===== src/rtl/wdt_pkg.sv =====
package wdt_pkg;
   // Shared write location and byte read locations
   localparam logic [15:0] WRITE_ADDR = 16'hFFA8;
   localparam logic [15:0] READ_CSR_ADDR = 16'hFFA8;
   localparam logic [15:0] READ_CNT_ADDR = 16'hFFA9;
   localparam logic [7:0] KEY_CNT = 8'h5A;
   localparam logic [7:0] KEY_CSR = 8'hA5;
   localparam int KEY_LSB = 8;
   // Control/status field positions
   localparam int OVF_BIT = 7;
   localparam int MODE_BIT = 6;
   localparam int RUN_BIT = 5;
   localparam int RSV_BIT = 4;
   localparam int RSTSEL_BIT = 3;
   localparam int CKS_LSB = 0;
   localparam int CKS_W = 3;
   localparam logic [7:0] CSR_RESET = 8'h10;
   localparam logic [7:0] CNT_RESET = 8'h00;
   localparam logic [7:0] CNT_MAX = 8'hFF;
   // Prescaler taps: divisor minus one per select code
   localparam int PRE_W = 12;
   localparam logic [PRE_W-1:0] TAP_MASK [8] = '{
      12'h001, 12'h01F, 12'h03F, 12'h07F,
      12'h0FF, 12'h1FF, 12'h7FF, 12'hFFF};
   // Internal chip reset length in system clocks
   localparam int CHIP_RESET_CYCLES = 518;
   localparam int RC_W = 10;
   // Host command registers on Wishbone
   localparam logic [3:0] HR_ADDR = 4'h0;
   localparam logic [3:0] HR_WDATA = 4'h4;
   localparam logic [3:0] HR_CMD = 4'h8;
   localparam logic [3:0] HR_STATUS = 4'hC;
   localparam int CMD_WE_BIT = 0;
   localparam int CMD_WORD_BIT = 1;
   localparam int STAT_BUSY_BIT = 8;
endpackage


===== src/rtl/wdt_bus_if.sv =====
`timescale 1ns/1ps
interface wdt_bus_if;
   logic req;
   logic we;
   logic word;
   logic [15:0] addr;
   logic [15:0] wdata;
   logic [7:0] rdata;
   logic ack;
   modport dev(input req, input we, input word, input addr, input wdata,
      output rdata, output ack);
   modport host(output req, output we, output word, output addr, output wdata,
      input rdata, input ack);
endinterface


===== src/rtl/wdt_device.sv =====
// Register access over Wishbone was left to the implementer.
`timescale 1ns/1ps
// Contract
// RL1: three-bit select picks one of eight taps
// RL2: interval mode requests once per overflow period
// RL3: counter and control writes need word access
// RL4: shared write address, high byte is key
// RL5: byte reads at two adjacent addresses
// RL6: watchdog starts with mode and run set
// RL7: software rewrites counter periodically
// RL8: watchdog overflow: 518-clock reset or NMI
// RL9: watchdog NMI shares external NMI vector
// RL10: flag tells watchdog from pin reset
// RL11: mode zero with run is interval timer
// RL12: overflow sets flag and issues request
// RL13: counter write beats coincident increment
// RL14: stop timer before changing clock select
// RL15: standby recovery keeps only clock select
// RL16: run zero holds counter at zero
// RL17: flag clears by read-set then write zero
// RL18: select bit: zero NMI, one chip reset
// RL19: chip reset clears all; bit 4 reads one
// RL20: unknown key updates nothing
module wdt_device #(
   parameter int unsigned RESET_CYCLES = wdt_pkg::CHIP_RESET_CYCLES
) (
   input wire logic clk_in,
   input wire logic rst_n_in,
   input wire logic standby_recover_in,
   wdt_bus_if.dev bus,
   output logic interval_irq_out,
   output logic nmi_req_out,
   output logic chip_reset_out,
   output logic external_reset_source_flag_out
);
   typedef enum logic [1:0] {
      S_NORMAL = 2'b01,
      S_CHIPRST = 2'b10
   } seq_state_t;

   if (RESET_CYCLES < 1 || RESET_CYCLES > (1 << wdt_pkg::RC_W)) begin : g_chk
      $error("RESET_CYCLES out of range");
   end

   seq_state_t state_q;
   logic [wdt_pkg::RC_W-1:0] rc_q;
   logic [wdt_pkg::PRE_W-1:0] pre_q;
   logic [wdt_pkg::PRE_W-1:0] mask;
   logic [7:0] cnt_q;
   logic ovf_q;
   logic mode_q;
   logic run_q;
   logic rstsel_q;
   logic [wdt_pkg::CKS_W-1:0] cks_q;
   logic armed_q;
   logic ack_q;
   logic [7:0] rdata_q;
   logic external_reset_source_flag_q;
   logic nmi_q;
   logic irq_q;
   logic acc;
   logic wr_word;
   logic cnt_wr;
   logic csr_wr;
   logic rd_csr;
   logic rd_cnt;
   logic tick;
   logic overflow;
   logic wipe;
   logic [7:0] csr_view;
   logic [7:0] key;

   assign acc = bus.req & ~ack_q;
   assign key = bus.wdata[wdt_pkg::KEY_LSB +: 8];
   // RL3: byte writes refused
   assign wr_word = acc & bus.we & bus.word & (bus.addr == wdt_pkg::WRITE_ADDR);
   // RL4: key selects target
   // RL20: other keys match nothing
   assign cnt_wr = wr_word & (key == wdt_pkg::KEY_CNT);
   assign csr_wr = wr_word & (key == wdt_pkg::KEY_CSR);
   // RL5: byte reads at two addresses
   assign rd_csr = acc & ~bus.we & (bus.addr == wdt_pkg::READ_CSR_ADDR);
   assign rd_cnt = acc & ~bus.we & (bus.addr == wdt_pkg::READ_CNT_ADDR);
   assign wipe = (state_q == S_CHIPRST);

   // RL1: tap select from prescaler
   assign mask = wdt_pkg::TAP_MASK[cks_q];
   assign tick = ((pre_q & mask) == mask);

   // RL12: overflow from FF to 00
   // RL13: counter write suppresses increment
   assign overflow = run_q & tick & (cnt_q == wdt_pkg::CNT_MAX) & ~cnt_wr & ~wipe
      & ~standby_recover_in;

   // RL19: reserved bit reads one
   always_comb begin
      csr_view = wdt_pkg::CSR_RESET;
      csr_view[wdt_pkg::OVF_BIT] = ovf_q;
      csr_view[wdt_pkg::MODE_BIT] = mode_q;
      csr_view[wdt_pkg::RUN_BIT] = run_q;
      csr_view[wdt_pkg::RSTSEL_BIT] = rstsel_q;
      csr_view[wdt_pkg::CKS_LSB +: wdt_pkg::CKS_W] = cks_q;
   end

   assign bus.ack = ack_q;
   assign bus.rdata = rdata_q;
   assign interval_irq_out = irq_q;
   assign nmi_req_out = nmi_q;
   assign chip_reset_out = wipe;
   assign external_reset_source_flag_out = external_reset_source_flag_q;

   // Bus answer one cycle after request
   always_ff @(posedge clk_in or negedge rst_n_in) begin
      if (!rst_n_in) begin
         ack_q <= 1'b0;
         rdata_q <= 8'h00;
      end else begin
         ack_q <= acc;
         if (rd_csr) begin
            rdata_q <= csr_view;
         end else if (rd_cnt) begin
            rdata_q <= cnt_q;
         end else if (acc) begin
            rdata_q <= 8'h00;
         end
      end
   end

   // Free-running prescaler
   always_ff @(posedge clk_in or negedge rst_n_in) begin
      if (!rst_n_in) begin
         pre_q <= '0;
      end else begin
         pre_q <= pre_q + 1'b1;
      end
   end

   // Counter
   always_ff @(posedge clk_in or negedge rst_n_in) begin
      if (!rst_n_in) begin
         cnt_q <= wdt_pkg::CNT_RESET;
      end else if (wipe || standby_recover_in) begin
         // RL15: counter reset on recovery
         cnt_q <= wdt_pkg::CNT_RESET;
      end else if (!run_q) begin
         // RL16: stopped counter held cleared
         cnt_q <= wdt_pkg::CNT_RESET;
      end else if (cnt_wr) begin
         // RL13: write wins
         cnt_q <= bus.wdata[7:0];
      end else if (tick) begin
         cnt_q <= cnt_q + 8'h01;
      end
   end

   // Control bits
   always_ff @(posedge clk_in or negedge rst_n_in) begin
      if (!rst_n_in) begin
         mode_q <= 1'b0;
         run_q <= 1'b0;
         rstsel_q <= 1'b0;
         cks_q <= '0;
      end else if (wipe) begin
         // RL19: chip reset clears select too
         mode_q <= 1'b0;
         run_q <= 1'b0;
         rstsel_q <= 1'b0;
         cks_q <= '0;
      end else if (standby_recover_in) begin
         // RL15: clock select retained
         mode_q <= 1'b0;
         run_q <= 1'b0;
         rstsel_q <= 1'b0;
      end else if (csr_wr) begin
         // RL6: mode and run set start watchdog
         mode_q <= bus.wdata[wdt_pkg::MODE_BIT];
         run_q <= bus.wdata[wdt_pkg::RUN_BIT];
         rstsel_q <= bus.wdata[wdt_pkg::RSTSEL_BIT];
         cks_q <= bus.wdata[wdt_pkg::CKS_LSB +: wdt_pkg::CKS_W];
      end
   end

   // Overflow flag, set beats clear
   always_ff @(posedge clk_in or negedge rst_n_in) begin
      if (!rst_n_in) begin
         ovf_q <= 1'b0;
         armed_q <= 1'b0;
      end else if (wipe || standby_recover_in) begin
         ovf_q <= 1'b0;
         armed_q <= 1'b0;
      end else if (overflow) begin
         // RL12: flag set on overflow
         ovf_q <= 1'b1;
      end else if (rd_csr && ovf_q) begin
         armed_q <= 1'b1;
      end else if (csr_wr && armed_q && !bus.wdata[wdt_pkg::OVF_BIT]) begin
         // RL17: clear after read of set flag
         ovf_q <= 1'b0;
         armed_q <= 1'b0;
      end
   end

   // Overflow requests
   always_ff @(posedge clk_in or negedge rst_n_in) begin
      if (!rst_n_in) begin
         irq_q <= 1'b0;
         nmi_q <= 1'b0;
      end else begin
         // RL2: one request per overflow period
         // RL11: interval mode request
         irq_q <= overflow & ~mode_q;
         // RL9: NMI pulse to shared NMI vector
         // RL18: select zero gives NMI
         nmi_q <= overflow & mode_q & ~rstsel_q;
      end
   end

   // Chip reset sequencer
   always_ff @(posedge clk_in or negedge rst_n_in) begin
      if (!rst_n_in) begin
         state_q <= S_NORMAL;
         rc_q <= '0;
      end else begin
         case (state_q)
            S_NORMAL: begin
               // RL8: watchdog overflow with select one
               if (overflow && mode_q && rstsel_q) begin
                  state_q <= S_CHIPRST;
                  rc_q <= wdt_pkg::RC_W'(RESET_CYCLES - 1);
               end
            end
            S_CHIPRST: begin
               // RL8: held for the full count
               if (rc_q == '0) begin
                  state_q <= S_NORMAL;
               end else begin
                  rc_q <= rc_q - 1'b1;
               end
            end
            default: state_q <= S_NORMAL;
         endcase
      end
   end

   // RL10: pin reset sets, watchdog reset clears
   always_ff @(posedge clk_in or negedge rst_n_in) begin
      if (!rst_n_in) begin
         external_reset_source_flag_q <= 1'b1;
      end else if (wipe) begin
         external_reset_source_flag_q <= 1'b0;
      end
   end
endmodule


===== src/flat_wrapper.sv =====
// flat-port wrapper written by rule: the top's interface ports become plain ports
module wdt_device_flat 
#(
   parameter int unsigned RESET_CYCLES = wdt_pkg::CHIP_RESET_CYCLES
)
  (clk_in, rst_n_in, standby_recover_in, interval_irq_out, nmi_req_out, chip_reset_out, external_reset_source_flag_out, bus_req, bus_we, bus_word, bus_addr, bus_wdata, bus_rdata, bus_ack);
  wdt_bus_if bus_i ();
  input wire logic clk_in;
  input wire logic rst_n_in;
  input wire logic standby_recover_in;
  output logic interval_irq_out;
  output logic nmi_req_out;
  output logic chip_reset_out;
  output logic external_reset_source_flag_out;
  input wire logic [$bits(bus_i.req)-1:0] bus_req;
  input wire logic [$bits(bus_i.we)-1:0] bus_we;
  input wire logic [$bits(bus_i.word)-1:0] bus_word;
  input wire logic [$bits(bus_i.addr)-1:0] bus_addr;
  input wire logic [$bits(bus_i.wdata)-1:0] bus_wdata;
  output wire logic [$bits(bus_i.rdata)-1:0] bus_rdata;
  output wire logic [$bits(bus_i.ack)-1:0] bus_ack;
  assign bus_i.req = bus_req;
  assign bus_i.we = bus_we;
  assign bus_i.word = bus_word;
  assign bus_i.addr = bus_addr;
  assign bus_i.wdata = bus_wdata;
  assign bus_rdata = bus_i.rdata;
  assign bus_ack = bus_i.ack;
  wdt_device #(.RESET_CYCLES(RESET_CYCLES)) u_core (.clk_in(clk_in), .rst_n_in(rst_n_in), .standby_recover_in(standby_recover_in), .bus(bus_i), .interval_irq_out(interval_irq_out), .nmi_req_out(nmi_req_out), .chip_reset_out(chip_reset_out), .external_reset_source_flag_out(external_reset_source_flag_out));
endmodule

===== config.mk =====
export PLATFORM = sky130hd
export DESIGN_NAME = wdt_device_flat
export DESIGN_NICKNAME = d
export VERILOG_FILES = /design/src/rtl/wdt_pkg.sv /design/src/rtl/wdt_bus_if.sv /design/src/rtl/wdt_device.sv /design/src/flat_wrapper.sv
export SDC_FILE = /design/constraint.sdc
export NUM_CORES = 1
export LEC_CHECK = 0
export BUFFER_PORTS_ARGS = -buffer_cell sky130_fd_sc_hd__buf_2
export CORE_ASPECT_RATIO = 1.2
export CORE_MARGIN = 3
export CORE_UTILIZATION = 49
export DETAILED_ROUTE_END_ITERATION = 6
export PLACE_DENSITY = 0.75
export SETUP_SLACK_MARGIN = 0.3
export SYNTH_ARGS = -nofsm -noshare
export SYNTH_HDL_FRONTEND = slang
export SYNTH_SLANG_ARGS = --single-unit

===== constraint.sdc =====
create_clock -name clk_in -period 1.9 [get_ports clk_in]
set_input_delay 0.285 -clock clk_in [delete_from_list [all_inputs] [get_ports clk_in]]
set_output_delay 0.285 -clock clk_in [all_outputs]
set_load 0.03 [all_outputs]

# [After elaboration in Yosys (flattened, before gate mapping)]
# Memory sizes are Yosys's and may differ from the RTL's.
# Index checks and enable logic that the tools add are counted.
[word_totals] output_inout_bits=13 regBits=52 inputBits=38 wordCells=114 mem_count=1 romBits=96
[memory_table] memory="(no name shown)" depth=8 word_bits=12 rd=1 rd_ports_with_merged_regs=0 wr=0 line="wdt_device.sv:87" rtl="assign mask = wdt_pkg::TAP_MASK[cks_q];"
[classes] addsub=3 order_cmp=1 reduce_logical=19 n_mux=34 bitwise=26 n_eq_ne=15
[op_table] operator="$mux 8" n=7
[op_table] operator="$eq 16x16->1 const B" n=2
[op_table] operator="$mux 12" n=2
[op_table] operator="$mux 10" n=2
[op_table] operator="$pmux 10 s2" n=1
[op_table] operator="$and 1x1->1" n=17
[op_table] operator="$eq 8x8->1 const B" n=2
[op_table] operator="$mux 1" n=16
[op_table] operator="$add 12x1->12 const B" n=1
[op_table] operator="$and 12x12->12" n=1
[op_table] operator="$eq 12x12->1" n=1
[op_table] operator="$reduce_bool 3->1" n=4
[op_table] operator="$logic_not 10->1" n=1
[op_table] operator="$sub 10x1->10 const B" n=1
[op_table] operator="$mux 3" n=3
[op_table] operator="$add 8x1->8 const B" n=1
[op_table] operator="$eq 8x7->1 const B" n=1
[op_table] operator="$reduce_and 2->1" n=4
[op_table] operator="$not 1->1" n=7
[op_table] operator="$ne 2x2->1 const B" n=3
[op_table] operator="$logic_and 1x1->1" n=5
[op_table] operator="$ge 4x4->1 const B" n=1
[op_table] operator="$mux 2" n=2
[op_table] operator="$ne 2x1->1 const B" n=2
[op_table] operator="10 further kinds" n=11

# [Logic depth before layout (Yosys ltp)]
# Gate-level depths: netlist of the first run.
[logic_depth] word_depth=15 ltp_mapped=9 ltp_nobuf=9

# [Least setup slack after synthesis of the first run]
# Ideal clock, no wire load.
[synth_path] kind="register to register" startpoint="register u_core.ack_q (netlist: u_core.bus.ack)" endpoint="register u_core.armed_q" setup_slack_ns=-0.049 setup_ns=0.121 path_stages_with_launch=7 path_buffers=0 synth_period_minus_slack_ns=1.949 t_arrival_ns=1.828 required_time_ns=1.779 path_cell_list="dfrtp_1 > nand2b_1 > nor4_2 > nand4_2 > o21ai_1 > nand2_1 > a22o_1"
[synth_between] elab_chain_cells=12 word_cells_on_any_way=22 classes_between="1 x eq/ne; 3 x mux; 13 x bitwise; 5 x reduce/logical"
[synth_rtl] item="from (decl)" line="wdt_device.sv:56" rtl="logic ack_q;"
[synth_rtl] item="from (signal assigned)" line="wdt_device.sv:115" rtl="ack_q <= 1'b0;"
[synth_rtl] item="from (signal assigned)" line="wdt_device.sv:118" rtl="ack_q <= acc;"
[synth_rtl] item="$not 1->1 *" line="wdt_device.sv:73" rtl="assign acc = bus.req & ~ack_q;"
[synth_rtl] item="$and 1x1->1 *" line="wdt_device.sv:73"
[synth_rtl] item="$and 1x1->1 (3 in a row)" line="wdt_device.sv:76" rtl="assign wr_word = acc & bus.we & bus.word & (bus.addr == wdt_pkg::WRITE_ADDR);"
[synth_rtl] item="$and 1x1->1" line="wdt_device.sv:79" rtl="assign cnt_wr = wr_word & (key == wdt_pkg::KEY_CNT);"
[synth_rtl] item="$not 1->1" line="wdt_device.sv:92" rtl="assign overflow = run_q & tick & (cnt_q == wdt_pkg::CNT_MAX) & ~cnt_wr & ~wipe"
[synth_rtl] item="$and 1x1->1 (2 in a row)" line="wdt_device.sv:92"
[synth_rtl] item="$and 1x1->1" line="wdt_device.sv:93" rtl="& ~standby_recover_in;"
[synth_rtl] item="$ne 2x2->1 (no source line)"
[synth_rtl] item="$reduce_and 2->1 (no source line)"
[synth_rtl] item="to (signal assigned)" line="wdt_device.sv:187" rtl="armed_q <= 1'b0;"
[synth_rtl] item="to (signal assigned)" line="wdt_device.sv:190" rtl="armed_q <= 1'b0;"
[synth_rtl] item="to (signal assigned)" line="wdt_device.sv:195" rtl="armed_q <= 1'b1;"
[synth_rtl] item="to (decl)" line="wdt_device.sv:55" rtl="logic armed_q;"
# Mark *: on every way between the ends. The rest lies on a longest branch, timed or not. The select of a mux whose other input is x is not followed.
# A chain may end at the register's enable or synchronous reset.

# [Final worst setup path of the first run]
[layout_path] startpoint="register u_core.rc_q[7] (netlist bit)" endpoint="register u_core.rc_q[7] (netlist bit)"
[layout_between] elab_chain_cells=3 word_cells_on_any_way=6 classes_between="1 x add/sub; 1 x eq/ne; 2 x mux; 2 x reduce/logical"
[layout_rtl] item="from (decl)" line="wdt_device.sv:46" rtl="logic [wdt_pkg::RC_W-1:0] rc_q;"
[layout_rtl] item="from (signal assigned)" line="wdt_device.sv:229" rtl="rc_q <= wdt_pkg::RC_W'(RESET_CYCLES - 1);"
[layout_rtl] item="from (signal assigned)" line="wdt_device.sv:237" rtl="rc_q <= rc_q - 1'b1;"
[layout_rtl] item="$sub 10x1->10 / $logic_not 10->1 (equally long branches)" line="wdt_device.sv:237, wdt_device.sv:234"
[layout_rtl] item="$mux 10 / $ne 2x2->1 (equally long branches)"
[layout_rtl] item="$pmux 10 s2 / $reduce_and 3->1 (equally long branches)"
# Parallel ways exist; a longest one is shown, timed or not. The select of a mux whose other input is x is not followed.

==> results of run 1 <==
## per-stage QoR
step | util (%) | total power (µW) | area (µm²) | setup slack, ns
final | 72.6 | 2260 | 3640 | 0.0265
after CTS | 68.8 | 2250 | 3450 | 0.0368
after detailed placement | 62.3 | 1240 | 3120 | -0.0355
after global placement | 62.3 | 1240 | 3120 | 0.00538
after floorplan | - | 1160 | 2650 | 0.0992
after global routing | 72.6 | 2330 | 3640 | -0.0430
## cells in the final DEF (no fill, tap or decap), types with 2 or more instances in the layout
master / count
buf_2: 49
dfrtp_1: 48
buf_4: 21
nand2_1: 20
nor2_1: 16
mux2i_1: 14
buf_6: 13
xnor2_1: 12
nand3_1: 9
o21ai_1: 9
o21ai_0: 9
xor2_1: 8
nand4_1: 6
a21oi_1: 6
and3_1: 5
clkbuf_8: 5
inv_1: 4
a21oi_2: 4
nor4bb_1: 4
nor2_4: 4
nor3_1: 4
nand2b_4: 3
nand2b_1: 3
nand4_4: 3
nor2_2: 3
ha_1: 3
bufinv_16: 3
and2_1: 2
nor3_2: 2
nor4_4: 2
nand4b_1: 2
or3_4: 2
a211oi_2: 2
nor4_1: 2
dfrtp_2: 2
dfstp_2: 2
## power by group
part | switching, µW | internal (µW) | leakage, µW | total, µW
Sequential | 0.672 | 1110 | 0.000665 | 1110
Combinational | 64.7 | 50.1 | 0.000943 | 115
Clock | 374 | 658 | 0.0000784 | 1030
## cell type report
cell class,instances,area (µm²),share of cell area [%]
Multi-Input combinational cell,184,1480,40.6
Clock buffer,5,68.8,1.89
Tap cell,60,75.1,2.06
Inverter,6,25.0,0.688
Timing Repair Buffer,86,594,16.3
Sequential cell,52,1310,35.9
Clock inverter,3,90.1,2.48
## state kept, by name (all words and copies together) (netlist names), 2 cells and up
register / flops
u_core.pre_q: 12
u_core.rc_q: 10
u_core.bus.rdata: 8
u_core.cnt_q: 8
u_core.cks_q: 3
u_core.state_q: 2
## worst paths after layout
check,startpoint,endpoint,slack (ns),cells past startpoint
setup / recovery,u_core.rc_q[7],u_core.rc_q[7],0.03,6
max in group asynchronous,rst_n_in,u_core.external_reset_source_flag_out,0.79,3
hold / removal,bus_wdata[2],u_core.cks_q[2],0.27,3
min in group asynchronous,rst_n_in,u_core.bus.rdata[5],0.48,2
setup reg to reg,u_core.rc_q[7],u_core.rc_q[7],0.03,6
hold reg to reg,u_core.bus.rdata[5],u_core.bus.rdata[5],0.49,2
## worst max-delay path: cells and delay by family, from the launching register on
family / cells / cell delay [ns]
AOI/OAI and AO/OA: 1 / 0.18
DFF: 1 / 0.42
and+or+nand+nor: 4 / 1.05
xor gates and xnor gates: 1 / 0.13
## repair_timing
| action | in CTS | in global routing |
|---|---|---|
| hold endpoints to repair | 21 | 0 |
| hold buffers | 1 | 0 |
| setup endpoints to repair | 31 | 38 |
| gates resized for setup | 25 | 32 |
| buffers inserted | 6 | 8 |
| pin swaps | 15 | 7 |
| gates cloned | 0 | 0 |
## cell usage after synthesis (all sizes together)
cell / count
dfrtp: 50
nor2: 23
nand2: 21
o21ai: 20
mux2i: 14
xnor2: 13
a21oi: 10
nand3: 10
nand4: 9
xor2: 9
nor3: 7
and3: 6
inv: 6
nand2b: 6
nor4: 4
nor4bb: 4
clkbuf: 3
ha: 3
or3: 3
a211oi: 2
and2: 2
dfstp: 2
nand4b: 2
nor3b: 2
a22o: 1
a311oi: 1
a31oi: 1
and4: 1
buf: 1
nand3b: 1
nor2b: 1
nor4b: 1
o21bai: 1
o22ai: 1
o31a: 1
o41ai: 1
or3b: 1
or4: 1
or4b: 1
## cell families after synthesis
group / Yosys count / synth area share, %
XOR/XNOR: 22 / 7.42
multiplexers: 14 / 5.40
AND/OR/NAND/NOR: 106 / 25.3
AO/OA/AOI/OAI: 39 / 8.77
flip-flops: 52 / 50.2
buffers and inverters: 10 / 1.49
adder cells (fa/ha/maj): 3 / 1.45
## metal layers
layer | routed length, µm | part of all wire (%) | up-vias | global-route usage, %
met5 | 0 | 0 | - | 0
met1 | 2520 | 39 | 1091 | 25.6
met4 | 127 | 2.0 | 0 | 7.21
li1 | - | - | 1057 | -
met3 | 429 | 6.6 | 12 | 4.45
met2 | 3410 | 53 | 71 | 37.9
==> key figures, run 1 <==
Clocking
  • Htree depth: 2
  • CTS Buf Count: 5
  • Reg clk slew, reported paths: 0.09 ns
  • Clock Latency Late Sink: 0.31 ns
  • CTS tree: done
  • Clk sinks: 52
  • Clk buf depth: 2
  • Clk root buf: clkbuf_8

STA
  • RSZ-0062 raised after global routing: yes
  • Max frequency: about 0.53 GHz
  • Hold Violations, Final: 0
  • Clock Skew: 0.00925 ns
  • Slew HR: about 60%
  • Period minus WS final: 1.87 ns
  • Final-report setup violation count: 0
  • Final cycle utilization of the critical path: 98.6%
  • Slew @ Worst Pin: 0.565 ns
  • Final hold slack: 0.274 ns
  • Max Slew Vio Count: 0
  • Final setup TNS: 0 ns

Layout
  • Area grow syn2layout: 40.1%
  • NumNets Final: 376
  • Fillers: 339
  • Final Non-Filler Cells: 396
  • Share of post-route cells with drive strength above 1: 42.0%
  • N_diodes: 0

Place
  • Routability cong.: 0.869
  • DP Wirelength: about 4.4 mm
  • PortBufs: 50
  • Inst Count DP: 373

Flow run
  • Max-Cap Viols: 0

Global route
  • GRT Total Usage: 21.4%
  • Vias in the first global route: ~2300
  • First-pass GRT wire length: 10.4 mm
  • Total congestion overflow: 0
  • Initial antenna violation count: 0
  • Largest net degree at the start of global routing: 32

Route
  • Via Count: 2231
  • Via density per instance: 5.63
  • Routed Antenna Nets: 0
  • First-pass iteration count of the detailed router: 4
  • DRC errors left: 0
  • DRT iter0 DRCs: 120
  • Drt wl/cell: 16.4 µm
  • Routed WL: between 6 and 7 mm

Critical path
  • Arr. time, crit path: 2.07 ns
  • CP Capture Type: flip-flop
  • Worst path cell trace: or4_4, or3_4, o21ai_4, nor4_1, xnor2_1, nor2_1
  • Crit-path max FO: 3
  • Crit-path max cell delay: 0.55 ns
  • Critical Path RT: 2.10 ns
  • Slowest stage cell, crit path: or4_4
  • Crit Path Category: flip-flop to flip-flop
  • Crit start category: flip-flop

Die
  • I/O pin total: 51
  • Die area: 6210 µm²
  • Die width: 72.5 µm
  • Die height: 85.7 µm
  • Core ar.: between 5000 and 6000 µm²
  • Num rows: 28
  • Starting density of the core: 51.8%

Synthesis
  • Yosys reg bits: 52
  • Syn_area_per_cell: 10.6 µm²
  • Share of the synthesized area in the top cell type: 48.2%
  • Post-synthesis sequential area ratio: 50.2%
  • Synth area leader: dfrtp_1
  • YS warnings: 0
  • Post-Syn Area: about 2600 µm²
  • Ranking of synthesized cells by area: dfrtp_1 48%, mux2i_1 5.4%, xnor2_1 4.4%
  • Syn_nets: 287
  • Cells after Synth: 246
  • Synth unique cells: around 50

Status
  • Outcome: completed

Power
  • VDD IR-drop max: 0.000532 V
  • Lkg Pwr: 0.00169 µW
  • PD cells: 620 nW/µm²

Min path
  • HP Class: primary input to flip-flop
No activity file was read; power rests on OpenSTA's default activity.
==> run 2, diff against run 1 <==
--- a/config.mk
+++ b/config.mk
@@ -7,7 +7,6 @@
 export LEC_CHECK = 0
 export BUFFER_PORTS_ARGS = -buffer_cell sky130_fd_sc_hd__buf_2
 export CORE_ASPECT_RATIO = 1.2
-export CORE_MARGIN = 3
 export CORE_UTILIZATION = 49
 export DETAILED_ROUTE_END_ITERATION = 6
 export PLACE_DENSITY = 0.75
==> run 2 against run 1 <==
Compared with the run above: fmax up 0.98%; via count down 2.3%; clock skew about the same; flip-flop and latch count unchanged; critical path depth unchanged; total power down 12%; register-to-register slack better by 0.02 ns; largest power group unchanged.
==> key figures, run 2 (synthesis results as in run 1) <==
Status
  • Outcome: completed

Route
  • DRT iter0 DRCs: 87
  • DRC errors left: 0
  • First-pass iteration count of the detailed router: 4
  • Via density per instance: 5.46
  • Routed WL: 6.52 mm
  • Drt wl/cell: 16.3 µm
  • Via Count: roughly 2200
  • Routed Antenna Nets: 0

STA
  • Slew @ Worst Pin: 0.563 ns
  • Period minus WS final: 1.86 ns
  • Final cycle utilization of the critical path: around 98%
  • Final WS setup: 0.0446 ns
  • Max Slew Vio Count: 0
  • Clock Skew: just over 0.009 ns
  • Max frequency: ~0.54 GHz
  • Final-report setup violation count: 0
  • Hold Violations, Final: 0
  • Slew HR: 62.0%
  • RSZ-0062 raised after global routing: yes
  • Final setup TNS: 0 ns
  • Final hold slack: around 0.25 ns

Die
  • Die height: 81.7 µm
  • Die area: between 5000 and 6000 µm²
  • Die width: 68.5 µm
  • I/O pin total: 51
  • Starting density of the core: 51.8%
  • Num rows: 28
  • Core ar.: 5010 µm²

Layout
  • Max reg flops: 12
  • N_diodes: 0
  • Largest Register: u_core.pre_q
  • Leading registers by flop count: u_core.pre_q x12, u_core.rc_q x10
  • Area grow syn2layout: 43.2%
  • Area of the multi-input gates: about 1600 µm²
  • Most frequent cells in the layout: 49 x buf_2, 47 x dfrtp_1, 23 x buf_4
  • Register area: 1310 µm²
  • NumNets Final: 379
  • Share of post-route cells with drive strength above 1: 48.1%
  • Fillers: 350
  • Commonest non-fill, non-tap cell in the layout: buf_2

Critical path
  • Crit Path Category: flip-flop to flip-flop
  • Crit-path max FO: 4
  • Crit start category: flip-flop
  • Critical Path RT: between 2 and 2.5 ns
  • CP Capture Type: flip-flop
  • Arr. time, crit path: 2.06 ns

Place
  • PortBufs: 50
  • Routability cong.: 0.871
  • DP Wirelength: 4.04 mm
  • Pre-CTS WS: -0.0483 ns

Clocking
  • Clk sinks: 52
  • Htree depth: 2
  • Clk buf depth: 2
  • Reg clk slew, reported paths: 0.09 ns
  • Clk root buf: clkbuf_8
  • CTS tree: done
  • CTS Buf Count: 5
  • Clock Latency Late Sink: 0.31 ns

Global route
  • First-pass GRT wire length: 9.85 mm
  • Total congestion overflow: 0
  • Vias in the first global route: about 2200
  • Largest net degree at the start of global routing: between 50 and 60
  • Initial antenna violation count: 0
  • GRT Total Usage: about a quarter

Power
  • PD cells: 531 nW/µm²
  • VDD IR-drop max: ~0.00073 V
  • Tot Pwr: 1970 µW
  • Lkg Pwr: 0.00169 µW

Min path
  • HP Class: primary input to flip-flop

Flow run
  • Max-Cap Viols: 0
==> run 2: cell types whose count changed in the layout (fill, tap and decap cells not counted), sizes merged <==
cell,before,now
buf,85,88
bufinv,3,1
clkinv,0,1
clkinvlp,0,1
==> run 2: timing repair <==
item,CTS,global route
pin swaps,21,15
hold buffers,1,0
resized for setup,47,42
buffers inserted,11,8
hold endpoints to repair,50,0
endpoints found under the setup margin,31,38
==> run 2: path summary, 6_finish.rpt <==
check,slack (ns),startpoint,to,cells after the start
min in group asynchronous,0.48,rst_n_in,u_core.pre_q[9],3
max in group asynchronous,1.11,rst_n_in,u_core.state_q[0],3
setup reg to reg,0.04,u_core.rc_q[6],u_core.rc_q[7],6
setup / recovery,0.04,u_core.rc_q[6],u_core.rc_q[7],6
hold reg to reg,0.48,u_core.pre_q[4],u_core.pre_q[4],1
hold / removal,0.25,bus_wdata[2],u_core.cks_q[2],3
==> run 2: layout make-up <==
cell class | count | area share, %
Clock buffer | 5 | 1.85
Clock inverter | 3 | 1.14
Inverter | 6 | 0.673
Multi-Input combinational cell | 184 | 42.1
Sequential cell | 52 | 35.2
Tap cell | 60 | 2.02
Timing Repair Buffer | 89 | 17.0
==> run 2: critical path, stage by stage, from the launching register on <==
cell     delay (ns)
dfrtp_1        0.39
or4_4          0.55
or3_4          0.37
o21ai_4        0.17
nor4_1         0.08
xnor2_1        0.14
nor2_1         0.05
==> run 2: per-stage QoR <==
step	utilization (%)	cell area, µm²	cells
after floorplan	-	2650	246
after global placement	62.0	3110	371
after detailed placement	62.0	3110	371
after CTS	70.0	3510	391
after global routing	74.2	3720	399
final	74.2	3720	399
==> run 2: report_power, final <==
group	leakage [µW]	internal (µW)	switching [µW]
sequential	0.000663	1110	0.635
combinational	0.000972	48.9	64.9
clock	0.0000541	390	362
==> run 2: layer usage <==
layer	vias up	global-route usage (%)	share of wire (%)
li1	1062	-	-
met1	1050	27.7	40
met2	60	43.2	54
met3	8	5.14	4.5
met4	0	8.13	1.5
met5	-	0	0
==> run 3, diff against run 2 <==
--- a/config.mk
+++ b/config.mk
@@ -5,11 +5,11 @@
 export SDC_FILE = /design/constraint.sdc
 export NUM_CORES = 1
 export LEC_CHECK = 0
+export ABC_CLOCK_PERIOD_IN_PS = 1900
 export BUFFER_PORTS_ARGS = -buffer_cell sky130_fd_sc_hd__buf_2
-export CORE_ASPECT_RATIO = 1.2
-export CORE_UTILIZATION = 49
+export CORE_ASPECT_RATIO = 0.6
+export CORE_UTILIZATION = 25
 export DETAILED_ROUTE_END_ITERATION = 6
-export PLACE_DENSITY = 0.75
 export SETUP_SLACK_MARGIN = 0.3
 export SYNTH_ARGS = -nofsm -noshare
 export SYNTH_HDL_FRONTEND = slang
==> run 3 against run 2 <==
Compared with the run above: count of clock-buffer cells in the layout rose by 2; cell area is 4.7% higher; routed wire length increased by 3.8%; global-route usage down 11 points.
==> key figures, run 3 (synthesis results as in run 1) <==
Route
  • First-pass iteration count of the detailed router: 4
  • Via Count: around 2200
  • Drt wl/cell: 14.1 µm
  • Routed WL: 6.77 mm
  • DRT iter0 DRCs: 109
  • Routed Antenna Nets: 0
  • DRC errors left: 0
  • Via density per instance: roughly 4.7

Critical path
  • Reg2Reg Setup Slack: 0.04 ns
  • Crit-path max FO: 4
  • Arr. time, crit path: 2.05 ns
  • End point of the critical path: u_core.rc_q[5]
  • Crit start category: flip-flop
  • R2r startpoint: u_core.rc_q[6]
  • CP Capture Type: flip-flop
  • Crit path from: u_core.rc_q[6]
  • R2R cell count: 6
  • Worst r2r dst: u_core.rc_q[5]
  • Critical Path RT: 2.08 ns
  • Crit Path Category: flip-flop to flip-flop

Power
  • VDD IR-drop max: 0.000420 V
  • PD cells: 599 nW/µm²
  • Lkg Pwr: 0.00177 µW
  • Tot Pwr: 2330 µW

Layout
  • Fillers: 950
  • N_diodes: 0
  • Area grow syn2layout: 50.0%
  • Leading registers by flop count: u_core.pre_q x12, u_core.rc_q x10
  • NumNets Final: just under 400
  • Largest Register: u_core.pre_q
  • Commonest non-fill, non-tap cell in the layout: buf_2
  • Max reg flops: 12
  • Share of post-route cells with drive strength above 1: between 40% and 50%
  • Final Non-Filler Cells: 481
  • Most frequent cells in the layout: 48 x buf_2, 47 x dfrtp_1, 28 x buf_4
  • Finished layout cell area: about 3900 µm²

Clocking
  • Clk root buf: clkbuf_16
  • CTS tree: done
  • Clk sinks: 52
  • Clock Latency Late Sink: 0.30 ns
  • Clk buf depth: 2
  • Reg clk slew, reported paths: 0.07 ns
  • CTS Buf Count: 5
  • Htree depth: 2

Global route
  • Met1 Resource Use GR: between 10% and 20%
  • Met3 Usage GRT: 3.37%
  • Initial antenna violation count: 0
  • M2 GR Usage: 21.7%
  • Largest net degree at the start of global routing: 34
  • Total congestion overflow: 0
  • First-pass GRT wire length: 11.3 mm
  • GRT Total Usage: 13.5%
  • Vias in the first global route: 2313
  • Busiest layer in global routing: met2

STA
  • Period minus WS final: 1.86 ns
  • Final hold slack: around 0.29 ns
  • RSZ-0062 raised after global routing: yes
  • Final cycle utilization of the critical path: 98.2%
  • Final setup TNS: 0 ns
  • Hold Violations, Final: 0
  • Max Slew Vio Count: 0
  • Slew HR: 59.6%
  • Clock Skew: 0.00699 ns
  • Final-report setup violation count: 0
  • Slew @ Worst Pin: 0.598 ns
  • Max frequency: ~0.54 GHz

Place
  • Inst Count DP: 454
  • Routability cong.: 0.822
  • PortBufs: 50
  • DP Wirelength: approximately 4.8 mm
  • Post-DP Area: 3260 µm²

Die
  • Starting density of the core: 26.0%
  • Num rows: 28
  • I/O pin total: 51
  • Die width: 134 µm
  • Die height: 80.9 µm
  • Die area: 10800 µm²
  • Core ar.: between 9000 and 10000 µm²

Min path
  • HP Class: primary input to flip-flop
  • Hold Path Origin: bus_wdata[2]

Status
  • Outcome: completed

Flow run
  • Max-Cap Viols: 0
## run 3: cell types whose count changed in the layout (fill, tap and decap cells not counted), moves of 3 or more
cell	change
nor2_1	+5
buf_6	+3
clkbuf_8	-3
nand2_2	-4
nand2_1	+4
nor2_2	-3
clkbuf_16	+5
buf_4	+5
## run 3: worst min-delay path by stage
stage,endpoint,slack [ns],cells past startpoint
6_report,u_core.cks_q[2],0.29,3
5_1_grt,u_core.cks_q[1],0.30,3
4_1_cts,u_core.cks_q[2],0.27,3
3_5_place_dp,u_core.bus.rdata[6],0.29,1
3_3_place_gp,u_core.interval_irq_out,0.28,1
2_1_floorplan,u_core.armed_q,-0.01,0
## run 3: where the power goes
group          leakage, µW  internal [µW]  switching, µW
clock            0.0000901            694            409
combinational      0.00102           53.8           67.7
sequential        0.000663           1110          0.857
total              0.00177           1860            478
## run 3: layer usage
| metal | vias up | routed length [µm] | part of all wire, % |
|---|---|---|---|
| li1 | 1080 | - | - |
| met1 | 1099 | 3270 | 48 |
| met2 | 62 | 3050 | 45 |
| met3 | 7 | 373 | 5.5 |
| met4 | 0 | 72 | 1.1 |
| met5 | - | 0 | 0 |
## run 3: critical path: stages, from the launching register on
cell and delay, ns:
dfrtp_1 0.38, or4_4 0.55, or3_4 0.36, o21ai_4 0.19, nor2_2 0.06, xnor2_1 0.16
nor2_1 0.06
## run 3: final cells by class
class | instances | area (µm²) | area share, %
Clock buffer | 7 | 153 | 3.92
Clock inverter | 1 | 30.0 | 0.771
Inverter | 6 | 22.5 | 0.578
Multi-Input combinational cell | 184 | 1500 | 38.5
Sequential cell | 52 | 1310 | 33.6
Tap cell | 135 | 169 | 4.34
Timing Repair Buffer | 96 | 712 | 18.3
## run 3: through the flow
step	utilization, %	worst slack (ns)
after CTS	36.8	0.0609
after detailed placement	32.6	-0.0833
final	39.0	0.0350
after global placement	32.6	-0.0402
after global routing	39.0	-0.0382
after floorplan	-	0.0992
## run 3: what timing repair did
action / in CTS / in global routing
endpoints found under the setup margin: 31 / 38
hold buffers: 1 / 0
endpoints found under the hold margin: 19 / 0
gates cloned: 1 / 0
setup buffers: 10 / 7
resized for setup: 28 / 42
pin swaps: 15 / 18
